$ cat config.mk
export PLATFORM = sky130hd
export DESIGN_NAME = nor_flash_command_sequencer
export DESIGN_NICKNAME = d
export VERILOG_FILES = /design/src/nor_seq_pkg.sv /design/src/nor_flash_command_sequencer.sv
export SDC_FILE = /design/constraint.sdc
export NUM_CORES = 1
export LEC_CHECK = 0
export ABC_AREA = 1
export BUFFER_PORTS_ARGS = -buffer_cell sky130_fd_sc_hd__buf_2
export CORE_AREA = 5 5 112 167
export DETAILED_ROUTE_END_ITERATION = 16
export DIE_AREA = 0 0 117 172
export GPL_TIMING_DRIVEN = 0
export PLACE_DENSITY = 0.77
export SKIP_LAST_GASP = 1
export SYNTH_ARGS = -nofsm -noshare
export SYNTH_HDL_FRONTEND = slang
export SYNTH_SLANG_ARGS = --single-unit
$ cat constraint.sdc
create_clock -name ref_clk -period 8.41 [get_ports ref_clk]
set_input_delay 1.682 -clock ref_clk [delete_from_list [all_inputs] [get_ports ref_clk]]
set_output_delay 1.682 -clock ref_clk [all_outputs]
set_load 0.02 [all_outputs]
$ cat src/nor_seq_pkg.sv
// Purpose: Constants for the host-side NOR flash command sequencer
// Assumes: 16-bit word-mode device on an asynchronous address/data bus
// Notes: Command codes outside this set cannot be issued from the user port
package nor_seq_pkg;
  localparam int ADDR_W = 23;
  localparam int DATA_W = 16;
  localparam int CLK_HZ = 50000000;
  // Bus strobe timing
  localparam int WE_PULSE_NS = 60;
  localparam int RD_ACCESS_NS = 80;
  localparam int WE_PULSE_CYC = (WE_PULSE_NS * (CLK_HZ / 1000000) + 999) / 1000;
  localparam int RD_ACCESS_CYC =
    (RD_ACCESS_NS * (CLK_HZ / 1000000) + 999) / 1000;
  localparam int CNT_W = 4;
  // Unlock cycles
  localparam logic [ADDR_W-1:0] UNLOCK1_ADDR = 23'h000555;
  localparam logic [ADDR_W-1:0] UNLOCK2_ADDR = 23'h0002aa;
  localparam logic [DATA_W-1:0] UNLOCK1_DATA = 16'h00aa;
  localparam logic [DATA_W-1:0] UNLOCK2_DATA = 16'h0055;
  // Command codes
  localparam logic [DATA_W-1:0] CMD_RESET = 16'h00f0;
  localparam logic [DATA_W-1:0] CMD_ID_READ = 16'h0090;
  localparam logic [DATA_W-1:0] CMD_QUERY = 16'h0098;
  localparam logic [DATA_W-1:0] CMD_PROGRAM = 16'h00a0;
  localparam logic [DATA_W-1:0] CMD_BYPASS = 16'h0020;
  localparam logic [DATA_W-1:0] CMD_BYPASS_RST1 = 16'h0090;
  localparam logic [DATA_W-1:0] CMD_BYPASS_RST2 = 16'h0000;
  localparam logic [DATA_W-1:0] CMD_BUF_LOAD = 16'h0025;
  localparam logic [DATA_W-1:0] CMD_BUF_CONFIRM = 16'h0029;
  localparam logic [DATA_W-1:0] CMD_SUSPEND = 16'h00b0;
  localparam logic [DATA_W-1:0] CMD_RESUME = 16'h0030;
  localparam logic [DATA_W-1:0] CMD_EXIT1 = 16'h0090;
  localparam logic [DATA_W-1:0] CMD_EXIT2 = 16'h0000;
  localparam logic [ADDR_W-1:0] QUERY_ADDR = 23'h000055;
  localparam logic [ADDR_W-1:0] QRY_SIG_ADDR = 23'h000010;
  localparam int BUF_WORDS_MAX = 32;
  localparam int BUF_SEQ_MAX_CYC = 37;
  // Operation codes at the user port
  localparam logic [3:0] OP_RESET = 4'h0;
  localparam logic [3:0] OP_ID_ENTER = 4'h1;
  localparam logic [3:0] OP_QUERY = 4'h2;
  localparam logic [3:0] OP_PROGRAM = 4'h3;
  localparam logic [3:0] OP_READ = 4'h4;
  localparam logic [3:0] OP_BYPASS_ENTER = 4'h5;
  localparam logic [3:0] OP_BYPASS_PROG = 4'h6;
  localparam logic [3:0] OP_BYPASS_EXIT = 4'h7;
  localparam logic [3:0] OP_BUF_PROG = 4'h8;
  localparam logic [3:0] OP_SUSPEND = 4'h9;
  localparam logic [3:0] OP_RESUME = 4'ha;
  localparam logic [3:0] OP_SET_EXIT = 4'hb;
endpackage : nor_seq_pkg

$ cat src/nor_flash_command_sequencer.sv
// Purpose: Host controller issuing NOR flash command sequences on pins
// Assumes: Device pins are asynchronous; read data synchronised in 3 stages
// Notes: One bus cycle at a time; busy while a sequence runs
`timescale 1ns/10ps
`default_nettype none
module nor_flash_command_sequencer (
  // Clock and reset
  input wire logic ref_clk,
  input wire logic rst,
  // User request
  input wire logic req_valid,
  output logic req_ready,
  input wire logic [3:0] req_op,
  input wire logic [22:0] req_addr,
  input wire logic [15:0] req_data,
  input wire logic [4:0] req_count,
  // Buffer word stream
  input wire logic buf_valid,
  output logic buf_ready,
  input wire logic [15:0] buf_data,
  // User answer
  output logic rsp_valid,
  output logic [15:0] rsp_data,
  output logic [1:0] mode,
  // Flash pins
  output logic [22:0] flash_addr,
  output logic [15:0] dq_out,
  output logic dq_oe_n,
  input wire logic [15:0] dq_in,
  output logic ce_n,
  output logic oe_n,
  output logic we_n
);
  typedef enum logic [2:0] {S_IDLE, S_SETUP, S_STROBE, S_HOLD, S_READ,
    S_DONE} state_t;
  localparam logic [1:0] MODE_ARRAY = 2'h0;
  localparam logic [1:0] MODE_ID = 2'h1;
  localparam logic [1:0] MODE_BYPASS = 2'h2;
  localparam logic [1:0] MODE_SUSP = 2'h3;

  state_t state_r;
  logic [5:0] step_r;
  logic [5:0] last_step_r;
  logic [3:0] op_r;
  logic [22:0] addr_r;
  logic [15:0] data_r;
  logic [4:0] count_r;
  logic [nor_seq_pkg::CNT_W-1:0] cnt_r;
  logic [15:0] sync1_r, sync2_r, sync3_r;
  logic [1:0] mode_r;
  logic cyc_read;
  logic [22:0] cyc_addr;
  logic [15:0] cyc_data;
  logic [5:0] seq_len;
  logic legal;

  ////////////////////////////////////////////////////////////////
  // Sequence tables
  always_comb begin
    seq_len = 6'd1;
    case (req_op)
      nor_seq_pkg::OP_RESET: seq_len = 6'd1;
      nor_seq_pkg::OP_ID_ENTER: seq_len = 6'd4;
      nor_seq_pkg::OP_QUERY: seq_len = 6'd1;
      nor_seq_pkg::OP_PROGRAM: seq_len = 6'd4;
      nor_seq_pkg::OP_READ: seq_len = 6'd1;
      nor_seq_pkg::OP_BYPASS_ENTER: seq_len = 6'd3;
      nor_seq_pkg::OP_BYPASS_PROG: seq_len = 6'd2;
      nor_seq_pkg::OP_BYPASS_EXIT: seq_len = 6'd2;
      nor_seq_pkg::OP_BUF_PROG: seq_len = 6'(req_count) + 6'd6;
      nor_seq_pkg::OP_SUSPEND: seq_len = 6'd1;
      nor_seq_pkg::OP_RESUME: seq_len = 6'd1;
      nor_seq_pkg::OP_SET_EXIT: seq_len = 6'd2;
      default: seq_len = 6'd1;
    endcase
  end

  // Refuse commands that the current mode does not admit
  always_comb begin
    legal = 1'b1;
    if (mode_r == MODE_BYPASS) begin
      legal = (req_op == nor_seq_pkg::OP_BYPASS_PROG) ||
        (req_op == nor_seq_pkg::OP_BYPASS_EXIT) ||
        (req_op == nor_seq_pkg::OP_READ);
    end else if (req_op == nor_seq_pkg::OP_BYPASS_PROG ||
        req_op == nor_seq_pkg::OP_BYPASS_EXIT) begin
      legal = 1'b0;
    end
    if (req_op == nor_seq_pkg::OP_RESUME && mode_r != MODE_SUSP) begin
      legal = 1'b0;
    end
    if (req_op == nor_seq_pkg::OP_BUF_PROG &&
        !(mode_r == MODE_ARRAY || mode_r == MODE_ID)) begin
      legal = 1'b0;
    end
  end

  // Address, data and direction of the current cycle
  always_comb begin
    cyc_read = 1'b0;
    cyc_addr = nor_seq_pkg::UNLOCK1_ADDR;
    cyc_data = nor_seq_pkg::UNLOCK1_DATA;
    case (op_r)
      nor_seq_pkg::OP_RESET: cyc_data = nor_seq_pkg::CMD_RESET;
      nor_seq_pkg::OP_QUERY: begin
        cyc_addr = nor_seq_pkg::QUERY_ADDR;
        cyc_data = nor_seq_pkg::CMD_QUERY;
      end
      nor_seq_pkg::OP_READ: begin
        cyc_read = 1'b1;
        cyc_addr = addr_r;
      end
      nor_seq_pkg::OP_SUSPEND: begin
        cyc_addr = addr_r;
        cyc_data = nor_seq_pkg::CMD_SUSPEND;
      end
      nor_seq_pkg::OP_RESUME: begin
        cyc_addr = addr_r;
        cyc_data = nor_seq_pkg::CMD_RESUME;
      end
      nor_seq_pkg::OP_SET_EXIT, nor_seq_pkg::OP_BYPASS_EXIT: begin
        cyc_addr = addr_r;
        cyc_data = (step_r == 6'd0) ? nor_seq_pkg::CMD_EXIT1 :
          nor_seq_pkg::CMD_EXIT2;
      end
      nor_seq_pkg::OP_BYPASS_PROG: begin
        cyc_addr = addr_r;
        cyc_data = (step_r == 6'd0) ? nor_seq_pkg::CMD_PROGRAM : data_r;
      end
      default: begin
        case (step_r)
          6'd0: begin
            cyc_addr = nor_seq_pkg::UNLOCK1_ADDR;
            cyc_data = nor_seq_pkg::UNLOCK1_DATA;
          end
          6'd1: begin
            cyc_addr = nor_seq_pkg::UNLOCK2_ADDR;
            cyc_data = nor_seq_pkg::UNLOCK2_DATA;
          end
          6'd2: begin
            cyc_addr = nor_seq_pkg::UNLOCK1_ADDR;
            case (op_r)
              nor_seq_pkg::OP_ID_ENTER: cyc_data = nor_seq_pkg::CMD_ID_READ;
              nor_seq_pkg::OP_PROGRAM: cyc_data = nor_seq_pkg::CMD_PROGRAM;
              nor_seq_pkg::OP_BYPASS_ENTER: cyc_data = nor_seq_pkg::CMD_BYPASS;
              default: begin
                cyc_addr = addr_r;
                cyc_data = nor_seq_pkg::CMD_BUF_LOAD;
              end
            endcase
          end
          6'd3: begin
            cyc_addr = addr_r;
            if (op_r == nor_seq_pkg::OP_ID_ENTER) begin
              cyc_read = 1'b1;
            end else if (op_r == nor_seq_pkg::OP_BUF_PROG) begin
              cyc_data = 16'(count_r);
            end else begin
              cyc_data = data_r;
            end
          end
          default: begin
            // Word is held from data_r once the stream has moved on
            cyc_addr = addr_r + 23'(step_r - 6'd4);
            cyc_data = (state_r == S_SETUP) ? buf_data : data_r;
            if (step_r == last_step_r) begin
              cyc_addr = addr_r;
              cyc_data = nor_seq_pkg::CMD_BUF_CONFIRM;
            end
          end
        endcase
      end
    endcase
  end

  wire buf_word = (op_r == nor_seq_pkg::OP_BUF_PROG) && step_r >= 6'd4 &&
    step_r != last_step_r;
  assign req_ready = (state_r == S_IDLE);
  assign buf_ready = (state_r == S_SETUP) && buf_word;

  ////////////////////////////////////////////////////////////////
  // Bus cycle engine
  always_ff @(posedge ref_clk or posedge rst) begin
    if (rst) begin
      state_r <= S_IDLE;
      step_r <= 6'd0;
      last_step_r <= 6'd0;
      op_r <= 4'h0;
      addr_r <= 23'h000000;
      data_r <= 16'h0000;
      count_r <= 5'h00;
      cnt_r <= '0;
    end else begin
      case (state_r)
        S_IDLE: begin
          if (req_valid && legal) begin
            op_r <= req_op;
            addr_r <= req_addr;
            data_r <= req_data;
            count_r <= req_count;
            step_r <= 6'd0;
            last_step_r <= seq_len - 6'd1;
            state_r <= S_SETUP;
          end
        end
        S_SETUP: begin
          cnt_r <= '0;
          if (!buf_word || buf_valid) begin
            data_r <= buf_word ? buf_data : data_r;
            state_r <= cyc_read ? S_READ : S_STROBE;
          end
        end
        S_STROBE: begin
          cnt_r <= cnt_r + 1'b1;
          if (cnt_r == nor_seq_pkg::CNT_W'(nor_seq_pkg::WE_PULSE_CYC - 1)) begin
            state_r <= S_HOLD;
          end
        end
        S_READ: begin
          cnt_r <= cnt_r + 1'b1;
          if (cnt_r == nor_seq_pkg::CNT_W'(nor_seq_pkg::RD_ACCESS_CYC + 2))
          begin
            state_r <= S_HOLD;
          end
        end
        S_HOLD: begin
          if (step_r == last_step_r) begin
            state_r <= S_DONE;
          end else begin
            step_r <= step_r + 6'd1;
            state_r <= S_SETUP;
          end
        end
        S_DONE: state_r <= S_IDLE;
        default: state_r <= S_IDLE;
      endcase
    end
  end

  // Pin drive; upper bits carry command codes as zero
  always_ff @(posedge ref_clk or posedge rst) begin
    if (rst) begin
      flash_addr <= 23'h000000;
      dq_out <= 16'h0000;
      dq_oe_n <= 1'b1;
      ce_n <= 1'b1;
      oe_n <= 1'b1;
      we_n <= 1'b1;
    end else begin
      flash_addr <= cyc_addr;
      dq_out <= cyc_data;
      // Enable and data outlive the write strobe by one clock
      dq_oe_n <= !(state_r == S_SETUP || state_r == S_STROBE ||
        state_r == S_HOLD) || cyc_read;
      ce_n <= !(state_r == S_STROBE || state_r == S_READ ||
        state_r == S_HOLD);
      oe_n <= !(state_r == S_READ);
      we_n <= !(state_r == S_STROBE);
    end
  end

  ////////////////////////////////////////////////////////////////
  // Read capture and mode tracking
  always_ff @(posedge ref_clk or posedge rst) begin
    if (rst) begin
      sync1_r <= 16'h0000;
      sync2_r <= 16'h0000;
      sync3_r <= 16'h0000;
      rsp_data <= 16'h0000;
      rsp_valid <= 1'b0;
    end else begin
      sync1_r <= dq_in;
      sync2_r <= sync1_r;
      sync3_r <= sync2_r;
      rsp_valid <= (state_r == S_DONE);
      if (state_r == S_READ && sync2_r == sync3_r) begin
        rsp_data <= sync3_r;
      end
    end
  end

  always_ff @(posedge ref_clk or posedge rst) begin
    if (rst) begin
      mode_r <= MODE_ARRAY;
    end else if (state_r == S_DONE) begin
      case (op_r)
        nor_seq_pkg::OP_RESET: mode_r <= (mode_r == MODE_BYPASS ||
          mode_r == MODE_SUSP) ? mode_r : MODE_ARRAY;
        nor_seq_pkg::OP_ID_ENTER, nor_seq_pkg::OP_QUERY: mode_r <= MODE_ID;
        nor_seq_pkg::OP_BYPASS_ENTER: mode_r <= MODE_BYPASS;
        nor_seq_pkg::OP_BYPASS_EXIT: mode_r <= MODE_ARRAY;
        nor_seq_pkg::OP_SUSPEND: mode_r <= MODE_SUSP;
        nor_seq_pkg::OP_RESUME, nor_seq_pkg::OP_SET_EXIT: mode_r <= MODE_ARRAY;
        default: mode_r <= mode_r;
      endcase
    end
  end
  assign mode = mode_r;

  ////////////////////////////////////////////////////////////////
  // Checks
  AST_BYPASS_GUARD: assert property (@(posedge ref_clk) disable iff (rst)
    state_r == S_IDLE && req_valid && mode_r == MODE_BYPASS &&
    req_op == nor_seq_pkg::OP_RESET |=> state_r == S_IDLE)
    else $error("reset accepted in bypass mode");
  AST_RESUME_GUARD: assert property (@(posedge ref_clk) disable iff (rst)
    state_r == S_IDLE && req_valid && req_op == nor_seq_pkg::OP_RESUME &&
    mode_r != MODE_SUSP |=> state_r == S_IDLE)
    else $error("resume accepted outside suspend");
  AST_BYPASS_NEED: assert property (@(posedge ref_clk) disable iff (rst)
    state_r == S_IDLE && req_valid && mode_r != MODE_BYPASS &&
    req_op == nor_seq_pkg::OP_BYPASS_PROG |=> state_r == S_IDLE)
    else $error("bypass program outside bypass mode");
  AST_BUF_LEN: assert property (@(posedge ref_clk) disable iff (rst)
    step_r <= 6'(nor_seq_pkg::BUF_SEQ_MAX_CYC - 1))
    else $error("buffer sequence too long");
  AST_READ_NO_WE: assert property (@(posedge ref_clk) disable iff (rst)
    !oe_n |-> we_n && dq_oe_n)
    else $error("write strobe during read");
  AST_ID_READ4: assert property (@(posedge ref_clk) disable iff (rst)
    state_r == S_SETUP && op_r == nor_seq_pkg::OP_ID_ENTER &&
    step_r == 6'd3 |=> state_r == S_READ)
    else $error("id fourth cycle not a read");
  AST_WC_FIELD: assert property (@(posedge ref_clk) disable iff (rst)
    state_r == S_STROBE && op_r == nor_seq_pkg::OP_BUF_PROG &&
    step_r == 6'd3 |-> dq_out == 16'(count_r))
    else $error("word count field wrong");
  AST_RESET_MODE: assert property (@(posedge ref_clk) disable iff (rst)
    state_r == S_DONE && op_r == nor_seq_pkg::OP_RESET &&
    mode_r == MODE_ID |=> mode_r == MODE_ARRAY)
    else $error("reset did not leave id mode");
  AST_WE_WIDTH: assert property (@(posedge ref_clk) disable iff (rst)
    $fell(we_n) |-> !we_n [*3])
    else $error("write pulse too short");
  AST_WE_RISE: assert property (@(posedge ref_clk) disable iff (rst)
    $rose(we_n) |-> !ce_n && !dq_oe_n)
    else $error("enable or data released with write strobe");
  COV_PROG: cover property (@(posedge ref_clk)
    state_r == S_DONE && op_r == nor_seq_pkg::OP_PROGRAM);
  COV_BUF: cover property (@(posedge ref_clk)
    state_r == S_DONE && op_r == nor_seq_pkg::OP_BUF_PROG);
  COV_ID: cover property (@(posedge ref_clk) mode_r == MODE_ID);
endmodule : nor_flash_command_sequencer
`default_nettype wire

==> results of run 1 <==
worst max-delay path by stage:
| stage | end | slack, ns | depth (start not counted) |
|---|---|---|---|
| finish | buf_ready | 4.36 | 9 |
| global route | buf_ready | 4.21 | 9 |
| CTS | buf_ready | 4.35 | 9 |
| detailed placement | last_step_r[3] | 4.39 | 10 |
| global placement | dq_out[13] | 0.14 | 2 |
| floorplan | addr_r[0] | 1.93 | 1 |
cells in the mapped netlist, drive strengths merged, types with 2 or more instances:
master / n / share of area
nand2: 392 / 0.16
a211oi: 2 / 0.0016
o221ai: 2 / 0.0018
clkbuf: 20 / 0.0078
nor2: 91 / 0.042
nor3: 9 / 0.0047
o22ai: 13 / 0.0084
nand3: 90 / 0.048
o211ai: 9 / 0.0070
a31oi: 6 / 0.0039
nor4: 5 / 0.0039
xor2: 17 / 0.015
o2111ai: 3 / 0.0027
inv: 153 / 0.059
o21ai: 140 / 0.074
ha: 19 / 0.025
a21oi: 37 / 0.020
dfrtp: 173 / 0.45
dfstp: 4 / 0.011
a22oi: 5 / 0.0039
buf: 18 / 0.012
a2111oi: 2 / 0.0018
or2: 2 / 0.0013
xnor2: 10 / 0.0091
a41oi: 12 / 0.011
nand4: 14 / 0.0091
logic make-up after synthesis:
kind of cell	share of synthesized area
simple gates	0.272
compound gates	0.138
flops	0.459
fa+ha+maj	0.0267
xor+xnor	0.0245
buf+inv	0.0796
area by class of cell:
type	count	area share
Clock inverter	14	0.0159
Buffer	38	0.0168
Clock buffer	18	0.0388
Tap cell	213	0.0236
Timing Repair Buffer	148	0.0675
Multi-Input combinational cell	886	0.394
Sequential cell	177	0.392
Inverter	154	0.0518
sequential cells by signal, summed over array words and instances (netlist names), 16 cells and up:
| register | cells |
|---|---|
| sync1_r | 16 |
| flash_addr | 23 |
| sync3_r | 16 |
| rsp_data | 16 |
| addr_r | 23 |
| sync2_r | 16 |
| dq_out | 16 |
| data_r | 16 |
routing by layer:
layer | part of all wire | GRT usage | vias to the layer above
met5 | 0 | 0 | -
met4 | 0.055 | 0.165 | 0
met3 | 0.053 | 0.0494 | 93
met2 | 0.52 | 0.527 | 322
met1 | 0.38 | 0.337 | 4159
li1 | - | - | 4440
stage by stage:
step           instance area [um^2]  cells   util  hold slack [ns]
2_1_floorplan                  9660   1255      -            0.331
3_3_place_gp                  10700   1615  0.622            0.332
3_5_place_dp                  10700   1616  0.624            0.335
4_1_cts                       11300   1648  0.661            0.347
5_1_grt                       11300   1648  0.661            0.351
6_report                      11300   1648  0.661            0.345
report_power, final:
part / leakage, nW / switching, mW / internal, mW
Sequential: 2.04 / 0.00594 / 0.862
Clock: 0.302 / 0.399 / 0.437
Combinational: 3.38 / 0.0415 / 0.0271
Total: 5.72 / 0.447 / 1.33
worst register-to-register path: stages (launching register included):
cell and delay, ns:
dfrtp_1 0.44, inv_1 0.23, ha_1 0.18, buf_2 0.26
buf_2 0.32, xor2_1 0.11, ha_1 0.36, nand2_1 0.09
nor2_1 0.15, nand2_1 0.07, nand3_1 0.21, nand3_2 0.12
nand2_1 0.11, nand2_1 0.07, nand2_2 0.10, nand2_1 0.08
nand3_1 0.07, nand3_1 0.08, nand2_1 0.08, o21ai_1 0.06
nand2_1 0.07, nand2_1 0.05
==> flow_metrics.tcl, run 1 <==
set metrics [dict create \
    placementRows 59 \
    setup-tns-final_ns 0 \
    cpMostUsedCell "inv_1" \
    initial_utilization 0.564 \
    wl_per_cell_um 17.4 \
    die_height_um 172 \
    rr_startpoint "step_r[2]" \
    async_reset_ff_frac 1.00 \
    ys_seq_elements 177 \
    clock.fmax_mhz 247 \
    pwr_density_cell_mw_per_mm2 157 \
    worstPathCellList "inv_1 -> nor2_1 -> nor4_1 -> nand3_2 -> nand3_1 -> inv_1 -> nand2_1 -> inv_1 -> buf_2" \
    final_cell_mix "370 x nand2_1, 173 x dfrtp_1, 158 x buf_2, 142 x inv_1, 125 x o21ai_0" \
    place_ws_ns 4.39 \
    dr.first_iter.drc_count 564 \
    clkTransAtPathRegs_ns 0.08 \
    area_delta_synth_final_pct 17.2 \
    dieArea_mm2 0.0201 \
    irDropWorstVdd_uv 131 \
    p_leak_nw 5.72 \
    finalSetupViolations 0 \
    grt_max_degree 135 \
    worstHoldPathType "flip-flop to flip-flop" \
    reg2reg_slack_ns 5.01 \
    outcome "complete, no violations" \
    drive_gt1_frac 0.182 \
    gp_congestion 1.01 \
    cts_root_buf "clkbuf_16" \
    hp-start "sync1_r[6]" \
    total_power_mw 1.77 \
    seq_area_mm2 0.00443 \
    dieWidth_um 117 \
    htreeDepth 4 \
    overflow 0 \
    yosys_most_used_dff "dfrtp_1" \
    clk_path_buf_depth 2 \
    setup_slack_ns 4.36 \
    diodes 0 \
    grt_pass1_wl_mm 46.0 \
    hold_viol 0 \
    cp_slowest_cell "dfrtp_1" \
    cp_top_family "simple AND/OR/NAND/NOR gates" \
    n_fill_cell 1533 \
    synth_area_mm2 0.00966 \
    cts.repair.resized 0 \
    holdPathEnd "sync2_r[6]" \
    yosysUniqueCellTypes 46 \
    postCtsSetupBuffers 0 \
    ios 148 \
    cts-buffers-inserted 17 \
    slew_violations 0 \
    yosys_warnings 0 \
    r2r_cells 21 \
    arrival_ns 2.37 \
    grt_pass1_vias 9145 \
    viasPerCell 5.47 \
    synth_edf_count 0 \
    crit_required_ns 6.73 \
    rr_endpoint "flash_addr[20]" \
    rsz0062_at_grt "no" \
    cts.sinks 177 \
    avgSynthCellArea_um2 7.69 \
    routed_wl_mm 28.7 \
    drt_pass1_iterations 5 \
    crit_buf_inv 4 \
    multi_input_area_mm2 0.00445 \
    worst_pin_slew_ns 1.16 \
    vias 9014 \
    layout.cells.most_common "nand2_1" \
    path_class "flip-flop to primary output" \
    holdBufCountCts 0 \
    ys_seq_area_frac 0.459 \
    holdPathStages 0 \
    synth_nets 1359 \
    period_minus_slack_ns 4.05 \
    finalNetCount 1526 \
    crit_fanout 9 \
    grt_use_total 0.298 \
    core_mm2 0.0171 \
    clk_latency_ns 0.45 \
    end_kind "primary output" \
    slew_headroom 0.218 \
    cts_tree "built" \
    syn_inst 1255 \
    dp_hpwl_mm 21.7 \
    critPathLaunch "step_r[0]" \
    worst_setup_path_start_kind "flip-flop" \
    drcViolationCount 0 \
    antenna_left 0 \
    fin_crit_sh 0.482 \
    skew_ns 0.0126 \
    critPathMaxStageDelay_ns 0.49 \
    io_buffers 147 \
    grt_antenna_before_repair 0 \
    cap_violations 0 \
]
(Power assumes the default switching activity.)
==> inputs of run 2 (changes only) <==
==> constraint.sdc (replaced) <==
create_clock -name ref_clk -period 4.1 [get_ports ref_clk]
set_input_delay 0.82 -clock ref_clk [delete_from_list [all_inputs] [get_ports ref_clk]]
set_output_delay 0.82 -clock ref_clk [all_outputs]
set_load 0.02 [all_outputs]
==> flow_metrics.tcl, run 2 (synthesis results as in run 1) <==
set metrics [dict create \
    dr.first_iter.drc_count 669 \
    path_class "flip-flop to flip-flop" \
    end_kind "flip-flop" \
    core_mm2 0.0171 \
    pwr_density_cell_mw_per_mm2 321 \
    crit_required_ns 4.43 \
    final_cell_area_mm2 0.0114 \
    grt_pass1_vias 9036 \
    worst_pin_slew_ns 1.07 \
    area_delta_synth_final_pct 17.9 \
    gp_congestion 0.948 \
    top_regs "addr_r x23, flash_addr x23" \
    irDropWorstVdd_uv 301 \
    rsz0062_at_grt "no" \
    placementRows 59 \
    drcViolationCount 0 \
    worstHoldPathType "flip-flop to flip-flop" \
    clk_path_buf_depth 2 \
    outcome "complete, no violations" \
    drt_pass1_iterations 6 \
    hp-start "sync1_r[6]" \
    initial_utilization 0.564 \
    dpl_cell_area_mm2 0.0107 \
    clock.fmax_mhz 289 \
    arrival_ns 3.79 \
    skew_ns 0.0170 \
    place_ws_ns 0.686 \
    hold_viol 0 \
    viasPerCell 5.44 \
    holdPathStages 0 \
    worst_setup_path_start_kind "flip-flop" \
    final_cell_mix "370 x nand2_1, 173 x dfrtp_1, 158 x buf_2, 142 x inv_1, 125 x o21ai_0" \
    rr_endpoint "flash_addr[14]" \
    wl_per_cell_um 17.3 \
    cts_tree "built" \
    dp_hpwl_mm 22.2 \
    setup-tns-final_ns 0 \
    cap_violations 0 \
    ios 148 \
    vias 8974 \
    period_minus_slack_ns 3.46 \
    finalSetupViolations 0 \
    setup_slack_ns 0.638 \
    finalNetCount 1529 \
    dieArea_mm2 0.0201 \
    grt_use_total 0.293 \
    overflow 0 \
    dieWidth_um 117 \
    cts.sinks 177 \
    fin_crit_sh 0.845 \
    die_height_um 172 \
    cts_root_buf "clkbuf_16" \
    grt_pass1_wl_mm 45.3 \
    postCtsSetupBuffers 0 \
    holdPathEnd "sync2_r[6]" \
    routed_wl_mm 28.5 \
    antenna_left 0 \
    n_fill_cell 1516 \
    clk_latency_ns 0.44 \
    holdBufCountCts 0 \
    p_leak_nw 5.74 \
    htreeDepth 4 \
    io_buffers 147 \
    cts-buffers-inserted 17 \
    diodes 0 \
    grt_antenna_before_repair 0 \
    r2r_cells 19 \
    drive_gt1_frac 0.184 \
    clkTransAtPathRegs_ns 0.08 \
    reg2reg_slack_ns 0.64 \
    rr_startpoint "step_r[2]" \
    layout.cells.most_common "nand2_1" \
    slew_headroom 0.282 \
    grt_max_degree 46 \
    slew_violations 0 \
    cts.repair.resized 0 \
    crit_fanout 10 \
]
-- run 2: changes by cell type in the layout (fill, tap and decap cells not counted), sizes merged --
| cell | delta |
|---|---|
| clkbuf | -1 |
| buf | +3 |
| clkinvlp | +1 |
| bufinv | -1 |
| clkinv | +1 |
-- run 2: worst max path at each step --
stage | startpoint | slack, ns | end
floorplan | rst | 1.02 | addr_r[0]
detailed placement | step_r[2] | 0.69 | flash_addr[14]
global route | step_r[2] | 0.28 | flash_addr[16]
global placement | rst | 0.05 | data_r[9]
CTS | step_r[2] | 0.65 | flash_addr[14]
finish | step_r[2] | 0.64 | flash_addr[14]
-- run 2: cell type report --
| class | count | area (um^2) | share of cell area |
|---|---|---|---|
| clock inverter | 15 | 215 | 0.0189 |
| multi-input combinational | 886 | 4450 | 0.391 |
| tap | 213 | 267 | 0.0234 |
| timing repair buffer | 151 | 816 | 0.0717 |
| sequential | 177 | 4430 | 0.390 |
| clock buffer | 17 | 425 | 0.0374 |
| buffer | 38 | 190 | 0.0167 |
| inverter | 154 | 582 | 0.0511 |
-- run 2: worst max-delay path, stage by stage, from the launching register on --
cell,delay (ns)
dfrtp_1,0.46
inv_1,0.26
ha_1,0.19
buf_2,0.27
buf_2,0.31
xor2_1,0.11
ha_1,0.36
nand2_1,0.09
nor2_1,0.14
nand2_1,0.06
nand3_1,0.18
nand3_2,0.11
o21ai_2,0.19
nand2_1,0.11
nand3_1,0.08
nand2_1,0.05
o21ai_1,0.15
o21ai_0,0.10
nand2_1,0.07
nand2_1,0.05
-- run 2: per-stage QoR --
step | std cells | total power, mW | hold slack [ns] | util
2_1_floorplan | 1255 | 1.89 | 0.331 | -
3_3_place_gp | 1615 | 1.95 | 0.332 | 0.623
3_5_place_dp | 1619 | 1.96 | 0.335 | 0.627
4_1_cts | 1651 | 3.67 | 0.353 | 0.665
5_1_grt | 1651 | 3.77 | 0.361 | 0.665
6_report | 1651 | 3.66 | 0.352 | 0.665
-- run 2: power breakdown --
part           switching [mW]  internal [mW]  total [mW]
clock                   0.873          0.857        1.73
combinational          0.0844         0.0601       0.145
sequential             0.0128           1.77        1.78
total                   0.970           2.69        3.66
-- run 2: per-layer routing --
layer / vias up / track usage / part of all wire
met3: 69 / 0.0459 / 0.047
met2: 288 / 0.537 / 0.53
li1: 4435 / - / -
met1: 4182 / 0.334 / 0.39
met4: 0 / 0.121 / 0.035
met5: - / 0 / 0
==> inputs of run 3 (changes only) <==
==> constraint.sdc (replaced) <==
create_clock -name ref_clk -period 3.4 [get_ports ref_clk]
set_input_delay 0.68 -clock ref_clk [delete_from_list [all_inputs] [get_ports ref_clk]]
set_output_delay 0.68 -clock ref_clk [all_outputs]
set_load 0.02 [all_outputs]
==> flow_metrics.tcl, run 3 (synthesis results as in run 1) <==
set metrics [dict create \
    rsz0062_at_grt "no" \
    grt_pass1_wl_mm 45.3 \
    outcome "complete, no violations" \
    p_int_mw 3.24 \
    n_fill_cell 1515 \
    worst_setup_path_start_kind "flip-flop" \
    area_delta_synth_final_pct 17.9 \
    seq_area_mm2 0.00444 \
    p_seq_frac 0.488 \
    initial_utilization 0.564 \
    viasPerCell 5.41 \
    core_mm2 0.0171 \
    critPathMaxStageDelay_ns 0.48 \
    finalSetupViolations 0 \
    dp.cells 1619 \
    cpMostUsedCell "inv_1" \
    cts.sinks 177 \
    drt_pass1_iterations 7 \
    dp_hpwl_mm 22.2 \
    swShare 0.265 \
    p_switching_mw 1.17 \
    setup-tns-final_ns 0 \
    clkTransAtPathRegs_ns 0.09 \
    end_kind "primary output" \
    layout.cells.most_common "nand2_1" \
    antenna_left 0 \
    clk_path_buf_depth 2 \
    ios 148 \
    finish.utilization 0.665 \
    drcViolationCount 0 \
    skew_ns 0.0170 \
    slew_headroom 0.292 \
    period_minus_slack_ns 3.05 \
    overflow 0 \
    cts-buffers-inserted 17 \
    comb_power_share 0.040 \
    placementRows 59 \
    diodes 0 \
    worst_hold_slack_ns 0.325 \
    clk_latency_ns 0.44 \
    dieWidth_um 117 \
    crit_fanout 9 \
    worstPathCellList "inv_1 -> nor2_1 -> nor4_1 -> nand3_2 -> nand3_1 -> inv_1 -> nand2_1 -> inv_1 -> buf_2" \
    total_power_mw 4.40 \
    vias 8932 \
    slew_violations 0 \
    routed_wl_mm 28.5 \
    finalNonFillerCells 1650 \
    io_buffers 147 \
    cts_tree "built" \
    crit_required_ns 2.72 \
    final_cell_mix "370 x nand2_1, 171 x dfrtp_1, 156 x buf_2, 140 x inv_1, 125 x o21ai_0" \
    cp_slowest_cell "dfrtp_1" \
    drive_gt1_frac 0.186 \
    pwr_density_cell_mw_per_mm2 387 \
    holdBufCountCts 0 \
    path_class "flip-flop to primary output" \
    grt_max_degree 46 \
    grt_pass1_vias 9036 \
    fin_crit_sh 0.898 \
    grt_antenna_before_repair 0 \
    clock.fmax_mhz 328 \
    worst_pin_slew_ns 1.05 \
    grt_use_total 0.293 \
    htreeDepth 4 \
    p_leak_nw 5.73 \
    arrival_ns 2.37 \
    finalNetCount 1528 \
    wl_per_cell_um 17.3 \
    hold_viol 0 \
    top_regs "addr_r x23, flash_addr x23" \
    gp_congestion 0.948 \
    dieArea_mm2 0.0201 \
    cts_root_buf "clkbuf_16" \
    die_height_um 172 \
    clkPwrFrac 0.473 \
    irDropWorstVdd_uv 362 \
    multi_input_area_mm2 0.00446 \
    cap_violations 0 \
    worstHoldPathType "input pin to asynchronous set/reset pin" \
    dr.first_iter.drc_count 673 \
    postCtsSetupBuffers 0 \
]
==> run 3: cell types whose count changed in the layout (fill, tap and decap cells not counted), sizes merged <==
cell	delta
buf	-2
clkbuf	+1
==> run 3: per-stage QoR <==
| stage | instance area (um^2) | worst slack [ns] |
|---|---|---|
| 5_1_grt | 11400 | 0.0517 |
| 3_3_place_gp | 10700 | -0.515 |
| 6_report | 11400 | 0.348 |
| 3_5_place_dp | 10700 | -0.0145 |
| 4_1_cts | 11400 | 0.0345 |
| 2_1_floorplan | 9660 | 0.457 |
==> run 3: area by class of cell <==
| class | count | share of cell area |
|---|---|---|
| Tap cell | 213 | 0.0234 |
| Buffer | 37 | 0.0165 |
| Timing Repair Buffer | 151 | 0.0716 |
| Multi-Input combinational cell | 886 | 0.392 |
| Clock inverter | 15 | 0.0189 |
| Inverter | 154 | 0.0511 |
| Clock buffer | 17 | 0.0374 |
| Sequential cell | 177 | 0.390 |
==> run 3: timing repair <==
item,4_1_cts,5_1_grt
resized for setup,1,6
setup endpoints to repair,3,9
endpoints found under the hold margin,0,0
gates cloned,0,0
pin swaps,0,0
==> run 3: path summary, 6_finish.rpt <==
kind	start	endpoint	slack (ns)	cells after the start
min reg2reg	sync1_r[6]	sync2_r[6]	0.35	0
max reg2reg	step_r[2]	flash_addr[14]	0.40	18
min in group ref_clk	dq_in[13]	sync1_r[13]	0.34	1
max	step_r[0]	buf_ready	0.35	9
min	rst	flash_addr[5]	0.33	2
max in group asynchronous	rst	we_n	2.11	4
==> run 3: metal layers <==
| layer | wire, um | GRT usage |
|---|---|---|
| met1 | 10900 | 0.334 |
| met2 | 15300 | 0.537 |
| met3 | 1380 | 0.0459 |
| met4 | 965 | 0.121 |
| met5 | 0 | 0 |
==> run 3: worst max-delay path, delay by kind of cell, from the launching register on <==
family	cells	cell delay (ns)
buf+inv	4	0.46
flops	1	0.48
simple gates	5	1.00
==> run 3: power groups by stage <==
| stage | clock network [mW] | registers, mW | logic, mW |
|---|---|---|---|
| floorplan | 0 | 2.19 | 0.0903 |
| global placement | 0 | 2.19 | 0.163 |
| detailed placement | 0 | 2.19 | 0.177 |
| CTS | 2.10 | 2.15 | 0.178 |
| global route | 2.20 | 2.15 | 0.201 |
| finish | 2.08 | 2.15 | 0.174 |
